===== config.mk =====
export PLATFORM = sky130hd
export DESIGN_NAME = async_serial_receiver
export DESIGN_NICKNAME = d
export VERILOG_FILES = /design/src/hw/serial_rx_pkg.sv /design/src/hw/baud_tick_gen.sv /design/src/hw/async_serial_receiver.sv
export SDC_FILE = /design/constraint.sdc
export NUM_CORES = 1
export LEC_CHECK = 0
export ABC_AREA = 1
export BUFFER_PORTS_ARGS = -buffer_cell sky130_fd_sc_hd__buf_2
export CAP_MARGIN = 20
export CELL_PAD_IN_SITES_DETAIL_PLACEMENT = 0
export CELL_PAD_IN_SITES_GLOBAL_PLACEMENT = 1
export CORE_MARGIN = 5
export CORE_UTILIZATION = 35
export CTS_BUF_LIST = sky130_fd_sc_hd__clkbuf_8
export DETAILED_ROUTE_END_ITERATION = 12
export PLACE_DENSITY_LB_ADDON = 0.1
export REMOVE_ABC_BUFFERS = 1
export SLEW_MARGIN = 20
export SYNTH_ARGS = -nofsm -noshare
export SYNTH_HDL_FRONTEND = slang
export SYNTH_HIERARCHICAL = 1
export SYNTH_SLANG_ARGS = --single-unit

===== constraint.sdc =====
create_clock -name core_clk_i -period 1.3 [get_ports core_clk_i]
set_input_delay 0.13 -clock core_clk_i [delete_from_list [all_inputs] [get_ports core_clk_i]]
set_output_delay 0.13 -clock core_clk_i [all_outputs]
set_load 0.05 [all_outputs]

===== src/hw/serial_rx_pkg.sv =====
// constants and types shared by the serial receiver block
package serial_rx_pkg;
    // printed offsets are not all multiples of four: kept as indices
    localparam logic [7:0] IDX_IRQ_FLAGS   = 8'h0c;
    localparam logic [7:0] IDX_RX_STATUS   = 8'h18;
    localparam logic [7:0] IDX_RX_DATA     = 8'h1a;
    localparam logic [7:0] IDX_IRQ_ENABLES = 8'h8c;
    localparam logic [7:0] IDX_TX_STATUS   = 8'h98;
    localparam logic [7:0] IDX_BAUD_DIV    = 8'h99;
    // own registers for the sticky event interrupt group
    localparam logic [7:0] IDX_EVT_STATUS  = 8'ha0;
    localparam logic [7:0] IDX_EVT_CLEAR   = 8'ha1;
    localparam logic [7:0] IDX_EVT_ENABLE  = 8'ha2;
    localparam int ADDR_W = 10;

    // field positions
    localparam int FLG_RX_FULL   = 5;
    localparam int FLG_TX_EMPTY  = 4;
    localparam int RS_PORT_EN    = 7;
    localparam int RS_NINE_BIT   = 6;
    localparam int RS_CONT_RX    = 4;
    localparam int RS_FRAME_ERR  = 2;
    localparam int RS_OVERRUN    = 1;
    localparam int RS_NINTH      = 0;
    localparam int TS_SYNC_MODE  = 4;
    localparam int TS_HIGH_SPEED = 2;
    localparam int TS_SHIFT_EMPTY = 1;
    localparam int EV_RX_DONE    = 0;
    localparam int EV_FRAME_ERR  = 1;
    localparam int EV_OVERRUN    = 2;
    localparam int EV_W          = 3;

    // reset values and writable masks
    localparam logic [7:0] RST_TX_STATUS = 8'h02;
    localparam logic [7:0] RST_BYTE      = 8'h00;
    localparam logic [7:0] MASK_RX_WR    = 8'hf8;
    localparam logic [7:0] MASK_TX_WR    = 8'hf5;
    localparam logic [7:0] MASK_ENABLES  = 8'hf7;

    // baud: low speed divides by 64, high speed by 16 per bit
    localparam int OVS_LOW  = 64;
    localparam int OVS_HIGH = 16;
    localparam int OVS_W    = 6;

    localparam logic [1:0] AXI_OKAY   = 2'b00;
    localparam logic [1:0] AXI_SLVERR = 2'b10;

    typedef enum logic [1:0] {
        RX_IDLE  = 2'b00,
        RX_START = 2'b01,
        RX_DATA  = 2'b11,
        RX_STOP  = 2'b10
    } rx_state_t;
endpackage : serial_rx_pkg


===== src/hw/baud_tick_gen.sv =====
// baud tick generator: one pulse per oversampled tick
module baud_tick_gen
    import serial_rx_pkg::*;
(
    input  wire logic       core_clk_i,
    input  wire logic       rst_b_i,
    input  wire logic       run_i,
    input  wire logic [7:0] divisor_i,
    output logic            tick_o
);
    logic [7:0] cnt_q;

    // reload on divisor+1 clocks; stopped while the port is off
    always_ff @(posedge core_clk_i or negedge rst_b_i)
    begin
        if (!rst_b_i)
        begin
            cnt_q  <= 8'h00;
            tick_o <= 1'b0;
        end
        else if (!run_i)
        begin
            cnt_q  <= 8'h00;
            tick_o <= 1'b0;
        end
        else if (cnt_q == divisor_i)
        begin
            cnt_q  <= 8'h00;
            tick_o <= 1'b1;
        end
        else
        begin
            cnt_q  <= cnt_q + 8'h01;
            tick_o <= 1'b0;
        end
    end
endmodule // baud_tick_gen


===== src/hw/async_serial_receiver.sv =====
// asynchronous serial receiver with register file and interrupts
// Function
// - interrupt flags set on their event regardless of any enable.
// - bit 5 of the flag register reads 1 while receive data waits.
// - bit 4 of the flag register reads 1 while the tx buffer is empty.
// - bit 3 of the flag register always reads zero.
// - port runs async when sync mode is clear and port enable set.
// - a finished frame sets the rx flag, irq only if rx enable or the event enable of rx done, overrun or, on a low stop bit, frame error is set.
// - nine-bit select takes a ninth bit, shown in status bit 0.
// - frames are accepted only while continuous receive is set.
// - overrun stays until continuous receive is cleared.
// - after reset unused bits read zero, tx status reads 0x02.
module async_serial_receiver
    import serial_rx_pkg::*;
(
    input  wire logic              core_clk_i,
    input  wire logic              rst_b_i,
    input  wire logic [ADDR_W-1:0] s_axi_awaddr,
    input  wire logic              s_axi_awvalid,
    output logic                   s_axi_awready,
    input  wire logic [31:0]       s_axi_wdata,
    input  wire logic [3:0]        s_axi_wstrb,
    input  wire logic              s_axi_wvalid,
    output logic                   s_axi_wready,
    output logic [1:0]             s_axi_bresp,
    output logic                   s_axi_bvalid,
    input  wire logic              s_axi_bready,
    input  wire logic [ADDR_W-1:0] s_axi_araddr,
    input  wire logic              s_axi_arvalid,
    output logic                   s_axi_arready,
    output logic [31:0]            s_axi_rdata,
    output logic [1:0]             s_axi_rresp,
    output logic                   s_axi_rvalid,
    input  wire logic              s_axi_rready,
    input  wire logic              serial_rx_pin_i,
    input  wire logic              tx_buffer_empty_i,
    output logic                   serial_rx_pin_oe_o,
    output logic                   irq_o
);
    logic [7:0]      irq_enables_q;
    logic [7:0]      rx_ctrl_q;
    logic [7:0]      tx_ctrl_q;
    logic [7:0]      baud_div_q;
    logic [7:0]      rx_data_q;
    logic            rx_full_q;
    logic            ninth_q;
    logic            frame_err_q;
    logic            overrun_q;
    logic [EV_W-1:0] evt_status_q;
    logic [EV_W-1:0] evt_enable_q;
    logic [ADDR_W-1:0] awaddr_q;
    logic            aw_held_q;
    logic [31:0]     wdata_q;
    logic [3:0]      wstrb_q;
    logic            w_held_q;
    logic            wr_fire;
    logic [7:0]      wr_idx;
    logic            wr_ok;
    logic            rd_fire;
    logic [7:0]      rd_idx;
    logic [7:0]      rd_val;
    logic            rd_ok;
    logic            rd_data_pop;
    logic            port_async;
    logic            cont_rx;
    logic            tick;
    rx_state_t       state_q;
    logic [OVS_W-1:0] ovs_q;
    logic [3:0]      bit_q;
    logic [8:0]      shift_q;
    logic            frame_done;
    logic            stop_bad;
    logic            overrun_evt;
    logic            rx_evt;
    logic [OVS_W-1:0] ovs_last;

    // the receive pin is never driven by this block
    assign serial_rx_pin_oe_o = 1'b0;
    assign port_async = rx_ctrl_q[RS_PORT_EN]
                        & ~tx_ctrl_q[TS_SYNC_MODE];
    assign cont_rx    = rx_ctrl_q[RS_CONT_RX];
    assign ovs_last   = tx_ctrl_q[TS_HIGH_SPEED] ? OVS_W'(OVS_HIGH - 1)
                                                 : OVS_W'(OVS_LOW - 1);

    // write channel: address and data taken in either order
    assign s_axi_awready = ~aw_held_q & ~s_axi_bvalid;
    assign s_axi_wready  = ~w_held_q & ~s_axi_bvalid;
    assign wr_fire = aw_held_q & w_held_q & ~s_axi_bvalid;
    assign wr_idx  = awaddr_q[9:2];
    assign wr_ok   = wstrb_q[0];

    always_ff @(posedge core_clk_i or negedge rst_b_i)
    begin
        if (!rst_b_i)
        begin
            aw_held_q <= 1'b0;
            w_held_q  <= 1'b0;
            awaddr_q  <= '0;
            wdata_q   <= 32'h0000_0000;
            wstrb_q   <= 4'h0;
        end
        else
        begin
            if (s_axi_awvalid && s_axi_awready)
            begin
                aw_held_q <= 1'b1;
                awaddr_q  <= s_axi_awaddr;
            end
            else if (wr_fire)
                aw_held_q <= 1'b0;
            if (s_axi_wvalid && s_axi_wready)
            begin
                w_held_q <= 1'b1;
                wdata_q  <= s_axi_wdata;
                wstrb_q  <= s_axi_wstrb;
            end
            else if (wr_fire)
                w_held_q <= 1'b0;
        end
    end

    // write response, slverr for unmapped indices
    always_ff @(posedge core_clk_i or negedge rst_b_i)
    begin
        if (!rst_b_i)
        begin
            s_axi_bvalid <= 1'b0;
            s_axi_bresp  <= AXI_OKAY;
        end
        else if (wr_fire)
        begin
            s_axi_bvalid <= 1'b1;
            case (wr_idx)
                IDX_IRQ_FLAGS, IDX_RX_STATUS, IDX_RX_DATA,
                IDX_IRQ_ENABLES, IDX_TX_STATUS, IDX_BAUD_DIV,
                IDX_EVT_STATUS, IDX_EVT_CLEAR, IDX_EVT_ENABLE:
                    s_axi_bresp <= AXI_OKAY;
                default: s_axi_bresp <= AXI_SLVERR;
            endcase
        end
        else if (s_axi_bready)
            s_axi_bvalid <= 1'b0;
    end

    // control registers; only byte lane 0 carries data
    always_ff @(posedge core_clk_i or negedge rst_b_i)
    begin
        if (!rst_b_i)
        begin
            irq_enables_q <= RST_BYTE;
            rx_ctrl_q     <= RST_BYTE;
            tx_ctrl_q     <= RST_BYTE;
            baud_div_q    <= RST_BYTE;
            evt_enable_q  <= '0;
        end
        else if (wr_fire && wr_ok)
        begin
            case (wr_idx)
                IDX_IRQ_ENABLES: irq_enables_q <= wdata_q[7:0] & MASK_ENABLES;
                IDX_RX_STATUS:   rx_ctrl_q <= wdata_q[7:0] & MASK_RX_WR;
                IDX_TX_STATUS:   tx_ctrl_q <= wdata_q[7:0] & MASK_TX_WR;
                IDX_BAUD_DIV:    baud_div_q <= wdata_q[7:0];
                IDX_EVT_ENABLE:  evt_enable_q <= wdata_q[EV_W-1:0];
                default: ;
            endcase
        end
    end

    // read channel, answered one cycle after the address is taken
    assign s_axi_arready = ~s_axi_rvalid;
    assign rd_fire = s_axi_arvalid & s_axi_arready;
    assign rd_idx  = s_axi_araddr[9:2];
    assign rd_data_pop = rd_fire && (rd_idx == IDX_RX_DATA);

    always_comb
    begin
        rd_val = 8'h00;
        rd_ok  = 1'b1;
        case (rd_idx)
            IDX_IRQ_FLAGS:
            begin
                rd_val[FLG_RX_FULL]  = rx_full_q;
                rd_val[FLG_TX_EMPTY] = tx_buffer_empty_i;
            end
            IDX_RX_STATUS:
            begin
                rd_val = rx_ctrl_q;
                rd_val[RS_FRAME_ERR] = frame_err_q;
                rd_val[RS_OVERRUN]   = overrun_q;
                rd_val[RS_NINTH]     = ninth_q;
            end
            IDX_RX_DATA:     rd_val = rx_data_q;
            IDX_IRQ_ENABLES: rd_val = irq_enables_q;
            IDX_TX_STATUS:
            begin
                rd_val = tx_ctrl_q;
                rd_val[TS_SHIFT_EMPTY] = 1'b1;
            end
            IDX_BAUD_DIV:    rd_val = baud_div_q;
            IDX_EVT_STATUS:  rd_val[EV_W-1:0] = evt_status_q;
            IDX_EVT_CLEAR:   rd_val = 8'h00;
            IDX_EVT_ENABLE:  rd_val[EV_W-1:0] = evt_enable_q;
            default:         rd_ok = 1'b0;
        endcase
    end

    always_ff @(posedge core_clk_i or negedge rst_b_i)
    begin
        if (!rst_b_i)
        begin
            s_axi_rvalid <= 1'b0;
            s_axi_rdata  <= 32'h0000_0000;
            s_axi_rresp  <= AXI_OKAY;
        end
        else if (rd_fire)
        begin
            s_axi_rvalid <= 1'b1;
            s_axi_rdata  <= {24'h00_0000, rd_val};
            s_axi_rresp  <= rd_ok ? AXI_OKAY : AXI_SLVERR;
        end
        else if (s_axi_rready)
            s_axi_rvalid <= 1'b0;
    end

    baud_tick_gen u_baud (
        .core_clk_i (core_clk_i),
        .rst_b_i    (rst_b_i),
        .run_i      (port_async),
        .divisor_i  (baud_div_q),
        .tick_o     (tick)
    );

    // receive sequencer, samples mid-bit on the oversampled ticks
    assign frame_done = tick && (state_q == RX_STOP) && (ovs_q == ovs_last);
    assign stop_bad   = ~serial_rx_pin_i;
    assign overrun_evt = frame_done & rx_full_q & ~rd_data_pop;
    assign rx_evt     = frame_done & ~overrun_evt;

    always_ff @(posedge core_clk_i or negedge rst_b_i)
    begin
        if (!rst_b_i)
        begin
            state_q <= RX_IDLE;
            ovs_q   <= '0;
            bit_q   <= 4'h0;
            shift_q <= 9'h000;
        end
        else if (!port_async || !cont_rx || overrun_q)
        begin
            state_q <= RX_IDLE;
            ovs_q   <= '0;
        end
        else if (tick)
        begin
            case (state_q)
                RX_IDLE:
                    if (!serial_rx_pin_i)
                    begin
                        state_q <= RX_START;
                        ovs_q   <= '0;
                    end
                RX_START:
                    if (ovs_q == (ovs_last >> 1))
                    begin
                        // false start glitch returns to idle
                        state_q <= serial_rx_pin_i ? RX_IDLE : RX_DATA;
                        ovs_q   <= '0;
                        bit_q   <= 4'h0;
                    end
                    else
                        ovs_q <= ovs_q + OVS_W'(1);
                RX_DATA:
                    if (ovs_q == ovs_last)
                    begin
                        ovs_q   <= '0;
                        shift_q <= {serial_rx_pin_i, shift_q[8:1]};
                        bit_q   <= bit_q + 4'h1;
                        if (bit_q == (rx_ctrl_q[RS_NINE_BIT] ? 4'h8 : 4'h7))
                            state_q <= RX_STOP;
                    end
                    else
                        ovs_q <= ovs_q + OVS_W'(1);
                RX_STOP:
                    if (ovs_q == ovs_last)
                        state_q <= RX_IDLE;
                    else
                        ovs_q <= ovs_q + OVS_W'(1);
                default: state_q <= RX_IDLE;
            endcase
        end
    end

    // receive buffer: reading the data register empties it
    always_ff @(posedge core_clk_i or negedge rst_b_i)
    begin
        if (!rst_b_i)
        begin
            rx_full_q   <= 1'b0;
            rx_data_q   <= RST_BYTE;
            ninth_q     <= 1'b0;
            frame_err_q <= 1'b0;
        end
        else if (rx_evt)
        begin
            rx_full_q   <= 1'b1;
            frame_err_q <= stop_bad;
            // nine bits fill the whole shifter, so the word sits one lower
            rx_data_q   <= rx_ctrl_q[RS_NINE_BIT] ? shift_q[7:0]
                                                  : shift_q[8:1];
            ninth_q     <= rx_ctrl_q[RS_NINE_BIT] & shift_q[8];
        end
        else if (rd_data_pop)
            rx_full_q <= 1'b0;
    end

    // overrun sticks until continuous receive is cleared
    always_ff @(posedge core_clk_i or negedge rst_b_i)
    begin
        if (!rst_b_i)
            overrun_q <= 1'b0;
        else if (overrun_evt)
            overrun_q <= 1'b1;
        else if (!cont_rx)
            overrun_q <= 1'b0;
    end

    // sticky events; a set in the clear cycle wins over the clear
    always_ff @(posedge core_clk_i or negedge rst_b_i)
    begin
        if (!rst_b_i)
            evt_status_q <= '0;
        else
        begin
            for (int i = 0; i < EV_W; i++)
            begin
                if ((i == EV_RX_DONE && rx_evt)
                    || (i == EV_FRAME_ERR && rx_evt && stop_bad)
                    || (i == EV_OVERRUN && overrun_evt))
                    evt_status_q[i] <= 1'b1;
                else if (wr_fire && wr_ok && wr_idx == IDX_EVT_CLEAR
                         && wdata_q[i])
                    evt_status_q[i] <= 1'b0;
            end
        end
    end

    // level interrupt: rx flag gated by its enable, plus event group
    assign irq_o = (rx_full_q & irq_enables_q[FLG_RX_FULL])
                   | (|(evt_status_q & evt_enable_q));
endmodule // async_serial_receiver


==> results of run 1 <==
## kinds of logic (layout without fill, tap and decap cells)
family                   count (synthesis)  after routing
AND/OR/NAND/NOR                        400            406
multiplexers                             1              1
flip-flops                             105            105
buffers and inverters                  118            302
AO/OA/AOI/OAI                          100            100
XOR/XNOR                                10             10
other                                    1             27
adder cells (fa/ha/maj)                  3              3
## cells in the mapped netlist (2+ instances only)
library cell  number
xnor2_1            6
nor3_1             2
nor3_2             3
nor2_4             6
a211oi_1           2
nand2_4            2
buf_2              4
o21ai_0           47
nand2_2           10
nand2_1          226
o21ai_1           19
xor2_1             4
dfrtp_1          105
inv_2              6
nand4_4            2
nor2_1            75
buf_4             28
nand4_1           18
nand3_1           45
nor2_2             5
ha_1               3
clkbuf_1           4
buf_6              2
a21oi_1           29
inv_1             73
nand3_2            3
## worst paths after layout
kind	startpoint	endpoint	cells after the start
max	ovs_q[0]$_DFFE_PN0P_	rx_data_q[0]$_DFFE_PN0P_	9
min	serial_rx_pin_i	shift_q[8]$_DFFE_PN0P_	3
min reg2reg	s_axi_rdata[0]$_DFFE_PN0N_	s_axi_rdata[0]$_DFFE_PN0N_	2
min in group asynchronous	rst_b_i	u_baud/cnt_q[3]$_DFF_PN0_	2
max reg2reg	ovs_q[0]$_DFFE_PN0P_	rx_data_q[0]$_DFFE_PN0P_	9
max in group asynchronous	rst_b_i	awaddr_q[7]$_DFFE_PN0P_	3
## worst max-delay path, cell delays in order, from the launching register on
cell and delay [ps]:
dfrtp_1 410, ha_4 170, nand2_4 70, nor2_4 120, nand4_4 140, nor2_4 180
nand2_4 130, clkinv_4 100, nand2_1 50, nand2_1 60
## what timing repair did
| action | in CTS | in global routing |
|---|---|---|
| gates resized for setup | 83 | 107 |
| setup endpoints to repair | 71 | 83 |
| hold buffers | 20 | 0 |
| pin swaps | 19 | 30 |
| buffers inserted | 19 | 14 |
| hold endpoints to repair | 124 | 0 |
| cloned | 8 | 1 |
## sequential cells by signal, indices dropped and copies added, names as in the netlist, 2 cells and up
register / flops
bit_q: 4
evt_enable_q: 3
evt_status_q: 3
rx_ctrl_q: 5
irq_enables_q: 7
tx_ctrl_q: 6
ovs_q: 6
u_baud/cnt_q: 8
wdata_q: 8
rx_data_q: 8
baud_div_q: 8
shift_q: 9
s_axi_rdata: 8
state_q: 2
awaddr_q: 8
## cell type report
cell class,instances,area (um2),area share
Clock buffer,10,137.6,0.01694
Clock inverter,6,55.05,0.006775
Inverter,80,307.8,0.03788
Multi-Input combinational cell,547,3065,0.3773
Sequential cell,105,2634,0.3241
Tap cell,216,270.3,0.03326
Timing Repair Buffer,205,1649,0.2030
Timing Repair inverter,1,6.256,0.0007699
## metal layers
layer / vias up / global-route usage
li1: 2739 / -
met1: 2580 / 0.2589
met2: 108 / 0.2891
met3: 16 / 0.02132
met4: 0 / 0.05599
met5: - / 0
## power by group through the flow
stage,Sequential [mW],Clock (mW),Combinational [mW]
finish,3.90,2.09,3.60
CTS,3.89,2.15,3.23
global placement,3.91,0,2.55
floorplan,4.11,0,1.27
detailed placement,3.92,0,2.58
global route,3.94,2.26,3.89
## layout by cell type, fill, tap and decap left out, types with 3 or more instances in the layout
cell | Yosys | routed
clkbuf_8 | 0 | 10
buf_2 | 4 | 43
nand4_1 | 18 | 18
o21ai_2 | 0 | 11
nand2_1 | 226 | 180
o21ai_0 | 47 | 26
buf_12 | 0 | 5
xnor2_1 | 6 | 6
xor2_1 | 4 | 4
inv_1 | 73 | 60
nand4_4 | 2 | 3
nand2_2 | 10 | 53
nand3_4 | 1 | 11
a21oi_1 | 29 | 28
nor2_1 | 75 | 62
dfrtp_1 | 105 | 100
nor2_2 | 5 | 9
buf_4 | 28 | 110
dfrtp_2 | 0 | 5
buf_6 | 2 | 24
conb_1 | 1 | 27
inv_8 | 0 | 3
dlygate4sd3_1 | 0 | 20
nor3_4 | 0 | 3
nand2_4 | 2 | 6
o21ai_1 | 19 | 29
inv_2 | 6 | 18
nor2_4 | 6 | 15
nand3_1 | 45 | 35
nand3_2 | 3 | 7
## per-stage QoR
step / util / setup slack [ps]
5_1_grt: 0.5115 / -343.5
6_report: 0.5115 / -205.1
2_1_floorplan: - / -995.9
3_5_place_dp: 0.4297 / -284.8
4_1_cts: 0.4865 / -217.1
3_3_place_gp: 0.4297 / -233.1
==> flow_metrics.tcl, run 1 <==
set metrics [dict create \
    ys_seq_area_frac 0.4646 \
    io_buffers 49 \
    cp.arrival_ps 1830 \
    synthAdderAreaFrac 0.006637 \
    whs_ps 88.84 \
    ios 108 \
    synth_xor_area_frac 0.01549 \
    fillers 1581 \
    fmaxAchievable_mhz 664.4 \
    clockBufferDepth 2 \
    core_um2 15890 \
    async_flop_share 1.000 \
    yosysTopAreaCell "dfrtp_1" \
    grt_pass1_vias 5280 \
    ys_warn_count 6 \
    p_sw_frac 0.3868 \
    synth_top_flop_cell "dfrtp_1" \
    rsz0062_at_grt "true" \
    final_area_um2 8125 \
    hold_class "input port to flip-flop" \
    die_area_um2 18800 \
    setup_tns_ps -8854 \
    antenna_found_initial 0 \
    first_pass_iters 5 \
    status "finished, violations left" \
    drive_gt1_frac 0.3690 \
    synth_compound_area_frac 0.09248 \
    fin_crit_sh 1.158 \
    grt_pass1_wl_um 26710 \
    ys_types 35 \
    synth_edf_count 0 \
    cts_tree "yes" \
    drt_iter0_markers 282 \
    clkTransAtPathRegs_ps 110 \
    clk_root_buffer_cell "clkbuf_8" \
    final_nets 1017 \
    clk_latency_ps 400 \
    ir_worst_vdd_mv 1.359 \
    cp_max_fo 8 \
    dpl_cell_area_um2 6827 \
    overflow 0 \
    grt_max_degree 41 \
    clock_power_share 0.218 \
    highest_layer "met4" \
    postRouteAntennaNets 0 \
    diodes 0 \
    switchingPower_mw 3.709 \
    finalCriticalPeriod_ps 1505 \
    fp.dieH_um 137.1 \
    seqPwrFrac 0.407 \
    comb_power_share 0.375 \
    pwr_density_cell_nw_per_um2 1180 \
    ys_ff_latch 105 \
    hold_viol 0 \
    die_width_um 137.1 \
    avgViaCountPerCell 4.652 \
    area_growth_pct 43.67 \
    start_util 0.3560 \
    synthSimpleGateAreaFrac 0.3175 \
    wl_met1_um 8027 \
    dp_cells 1094 \
    stdcell_count 1170 \
    critical_path_required_ps 1630 \
    wl_um 16460 \
    drv_slew 0 \
    p_int_mw 5.880 \
    syn_area_um2 5655 \
    violations "setup timing" \
    synthCells 738 \
    cts_buffers 9 \
    cap_viol_max_count 0 \
    gp_congestion 0.8306 \
    synth_top_family_by_area "simple AND/OR/NAND/NOR gates" \
    post_drt_wl_per_cell_um 14.07 \
    avgSynthCellArea_um2 7.663 \
    crit_type "flip-flop to flip-flop" \
    met3RoutedLength_um 534 \
    power.total_mw 9.589 \
    startpoint_type "flip-flop" \
    setup_ws_ps -205.1 \
    synth.area.top_cells "dfrtp_1 (46%), nand2_1 (15%), nor2_1 (5.0%)" \
    cts_max_level 3 \
    synthMuxAreaShare 0.001991 \
    fin_skew_ps 16.57 \
    setup_viol 66 \
    hpwl_um 11890 \
    crit_path_end_kind "flip-flop" \
    synth_top_cell_area_share 0.4646 \
    drc_errors 0 \
    dr_wl_met2_um 7631 \
    ff2ff_setup_slack_ps -210 \
    p_leak_nw 4.012 \
    clock-sinks 105 \
    row_count 46 \
    grt_use_total 0.1816 \
    vias 5443 \
]
(Power assumes the default switching activity.)
==> run 2, diff against run 1 <==
--- a/config.mk
+++ b/config.mk
@@ -5,7 +5,6 @@
 export SDC_FILE = /design/constraint.sdc
 export NUM_CORES = 1
 export LEC_CHECK = 0
-export ABC_AREA = 1
 export BUFFER_PORTS_ARGS = -buffer_cell sky130_fd_sc_hd__buf_2
 export CAP_MARGIN = 20
 export CELL_PAD_IN_SITES_DETAIL_PLACEMENT = 0
==> run 2 against run 1 <==
The flow still finishes with violations (setup timing); combinational power fell by 11%; sequential share of layout area rose by 1.4 points; clock power barely moved; routed wire length fell by 7.6%; die area fell by 5.6%; critical path depth fell by 2; clock-buffer cell count did not move; sequential cell count did not move; area after synthesis fell by 6.0%.
==> flow_metrics.tcl, run 2 <==
set metrics [dict create \
    hpwl_um 10630 \
    async_flop_share 1.000 \
    violations "setup timing" \
    antenna_found_initial 0 \
    fin_skew_ps 9.847 \
    slowest_delay_ps 430 \
    dp_slack_ps -761.9 \
    diodes 0 \
    vias 4392 \
    synth_top_cell_area_share 0.4945 \
    synth.area.top_cells "dfrtp_1 (49%), mux2_2 (12%), buf_4 (3.8%)" \
    crit_path_cell_trace "or3b_4 -> a2111oi_4 -> buf_4 -> buf_8 -> nor4_4 -> buf_4 -> a32o_1" \
    critical_path_required_ps 1580 \
    synth_edf_count 0 \
    clockBufferDepth 2 \
    status "finished, violations left" \
    die_area_um2 17750 \
    ys_warn_count 6 \
    pwr_density_cell_nw_per_um2 1231 \
    p_leak_nw 3.631 \
    io_buffers 49 \
    grt_pass1_vias 4670 \
    grt_use_total 0.1728 \
    ys_seq_area_frac 0.4945 \
    setup_tns_ps -28990 \
    final_nets 736 \
    largest_register_ff_count 9 \
    cap_viol_max_count 0 \
    final_common_cell "buf_4" \
    grt_pass1_wl_um 24550 \
    synth_top_flop_cell "dfrtp_1" \
    drive_gt1_frac 0.5022 \
    cts_max_level 3 \
    start_util 0.3535 \
    yosysTopAreaCell "dfrtp_1" \
    fmaxAchievable_mhz 498.5 \
    drc_errors 0 \
    r2r-start "ovs_q[3]$_DFFE_PN0P_" \
    slowest_stage "or3b_4" \
    crit_type "flip-flop to flip-flop" \
    slew_headroom 0.6441 \
    synthCells 480 \
    drv_slew 0 \
    cts_buffers 9 \
    clk_latency_ps 390 \
    worstMarginPinSlew_ps 531.8 \
    drt_iter0_markers 200 \
    fillers 1349 \
    clk_root_buffer_cell "clkbuf_8" \
    rr_endpoint "ovs_q[1]$_DFFE_PN0P_" \
    post_drt_wl_per_cell_um 17.66 \
    clock-sinks 105 \
    regMostFlops "shift_q" \
    wl_um 15210 \
    die_width_um 133.2 \
    finalCriticalPeriod_ps 2006 \
    ios 108 \
    worst-r2r-cell-count 7 \
    crit_path_end_kind "flip-flop" \
    first_pass_iters 4 \
    hold-path-endpoint "evt_status_q[1]$_DFFE_PN0P_" \
    startpoint_type "flip-flop" \
    ff2ff_setup_slack_ps -710 \
    whs_path_depth 3 \
    core_um2 15030 \
    cp_max_fo 5 \
    hold_class "input port to flip-flop" \
    cts_tree "yes" \
    setup_viol 91 \
    clkTransAtPathRegs_ps 100 \
    ys_ff_latch 105 \
    fp.dieH_um 133.2 \
    fin_crit_sh 1.543 \
    area_growth_pct 46.20 \
    hp-start "serial_rx_pin_i" \
    hold_viol 0 \
    rsz0062_at_grt "true" \
    row_count 45 \
    final_cell_mix "buf_4 (106), dfrtp_1 (104), mux2_4 (46)" \
    syn_area_um2 5314 \
    cp.arrival_ps 2290 \
    cpMostUsedCell "buf_4" \
    avgViaCountPerCell 5.101 \
    gp_congestion 0.8731 \
    whs_ps 45.89 \
    setup_ws_ps -706.0 \
    synthMostInstantiatedCell "dfrtp_1" \
    grt_max_degree 32 \
    overflow 0 \
    synthTopCellsByCount "dfrtp_1 (105), mux2_2 (56), nand2_1 (54)" \
    ys_types 66 \
    postRouteAntennaNets 0 \
    avgSynthCellArea_um2 11.07 \
    ir_worst_vdd_mv 1.054 \
]
## run 2: changes by cell type after synthesis, sizes merged, moves of 13 or more
cell   previous run  this run
mux2              1        56
nor2             86        12
o21ai            67        24
mux2i             0        13
inv              79        10
nand2           238        54
nand3            49        17
a21oi            29        10
## run 2: cell families (layout without fill, tap and decap cells)
| logic type | Yosys count | count (layout) | share of synthesized area |
|---|---|---|---|
| fa+ha+maj | 3 | 3 | 0.007065 |
| mux | 69 | 69 | 0.1432 |
| compound gates | 92 | 92 | 0.1269 |
| other cells | 1 | 27 | 0.0007057 |
| xor+xnor | 12 | 12 | 0.02261 |
| buf+inv | 57 | 224 | 0.06193 |
| flops | 105 | 105 | 0.4945 |
| simple gates | 141 | 141 | 0.1432 |
## run 2: cell type report
type	count	area, um2	area share
Inverter	10	37.54	0.004832
Timing Repair Buffer	198	1604	0.2065
Clock inverter	6	58.81	0.007570
Multi-Input combinational cell	344	3067	0.3947
Clock buffer	10	137.6	0.01772
Tap cell	188	235.2	0.03028
Sequential cell	105	2629	0.3384
## run 2: what timing repair did
action / CTS / global route
pin swaps: 32 / 35
endpoints found under the setup margin: 99 / 100
cloned: 4 / 0
buffers inserted: 14 / 13
hold buffers: 20 / 0
endpoints found under the hold margin: 97 / 0
gates resized for setup: 162 / 36
## run 2: metal layers
metal | part of all wire | vias to the layer above | GRT usage
met1 | 0.45 | 2197 | 0.2264
li1 | - | 2080 | -
met5 | 0 | - | 0
met3 | 0.041 | 23 | 0.03059
met4 | 0.023 | 0 | 0.07143
met2 | 0.48 | 92 | 0.2833
## run 2: worst max path at each step
stage	start	slack (ps)	end	depth (start not counted)
global route	ovs_q[3]$_DFFE_PN0P_	-810	bit_q[3]$_DFFE_PN0P_	5
detailed placement	ovs_q[4]$_DFFE_PN0P_	-760	shift_q[1]$_DFFE_PN0P_	6
global placement	ovs_q[3]$_DFFE_PN0P_	-710	bit_q[3]$_DFFE_PN0P_	5
finish	ovs_q[3]$_DFFE_PN0P_	-710	ovs_q[1]$_DFFE_PN0P_	7
floorplan	tx_ctrl_q[4]$_DFFE_PN0P_	-1020	shift_q[8]$_DFFE_PN0P_	3
CTS	ovs_q[3]$_DFFE_PN0P_	-690	bit_q[3]$_DFFE_PN0P_	5
## run 2: stage by stage
| step | utilization | area, um2 | instances | total power, mW |
|---|---|---|---|---|
| after floorplan | - | 5120 | 459 | 5.415 |
| after global placement | 0.4296 | 6459 | 800 | 6.625 |
| after detailed placement | 0.4296 | 6459 | 800 | 6.661 |
| after CTS | 0.5026 | 7556 | 851 | 9.558 |
| after global routing | 0.5168 | 7769 | 861 | 10.04 |
| final | 0.5168 | 7769 | 861 | 9.563 |
## run 2: worst max-delay path, delay by kind of cell, from the launching register on
family                 cells  cell delay (ps)
AND/OR/NAND/NOR            2              480
AO/OA/AOI/OAI              2              550
flip-flops                 1              390
buffers and inverters      3              480
## run 2: power by group
group          total [mW]  internal (mW)  switching [mW]
combinational        3.22           1.65            1.57
sequential           4.23           3.69           0.531
clock                2.12          0.935            1.18
total                9.56           6.28            3.29
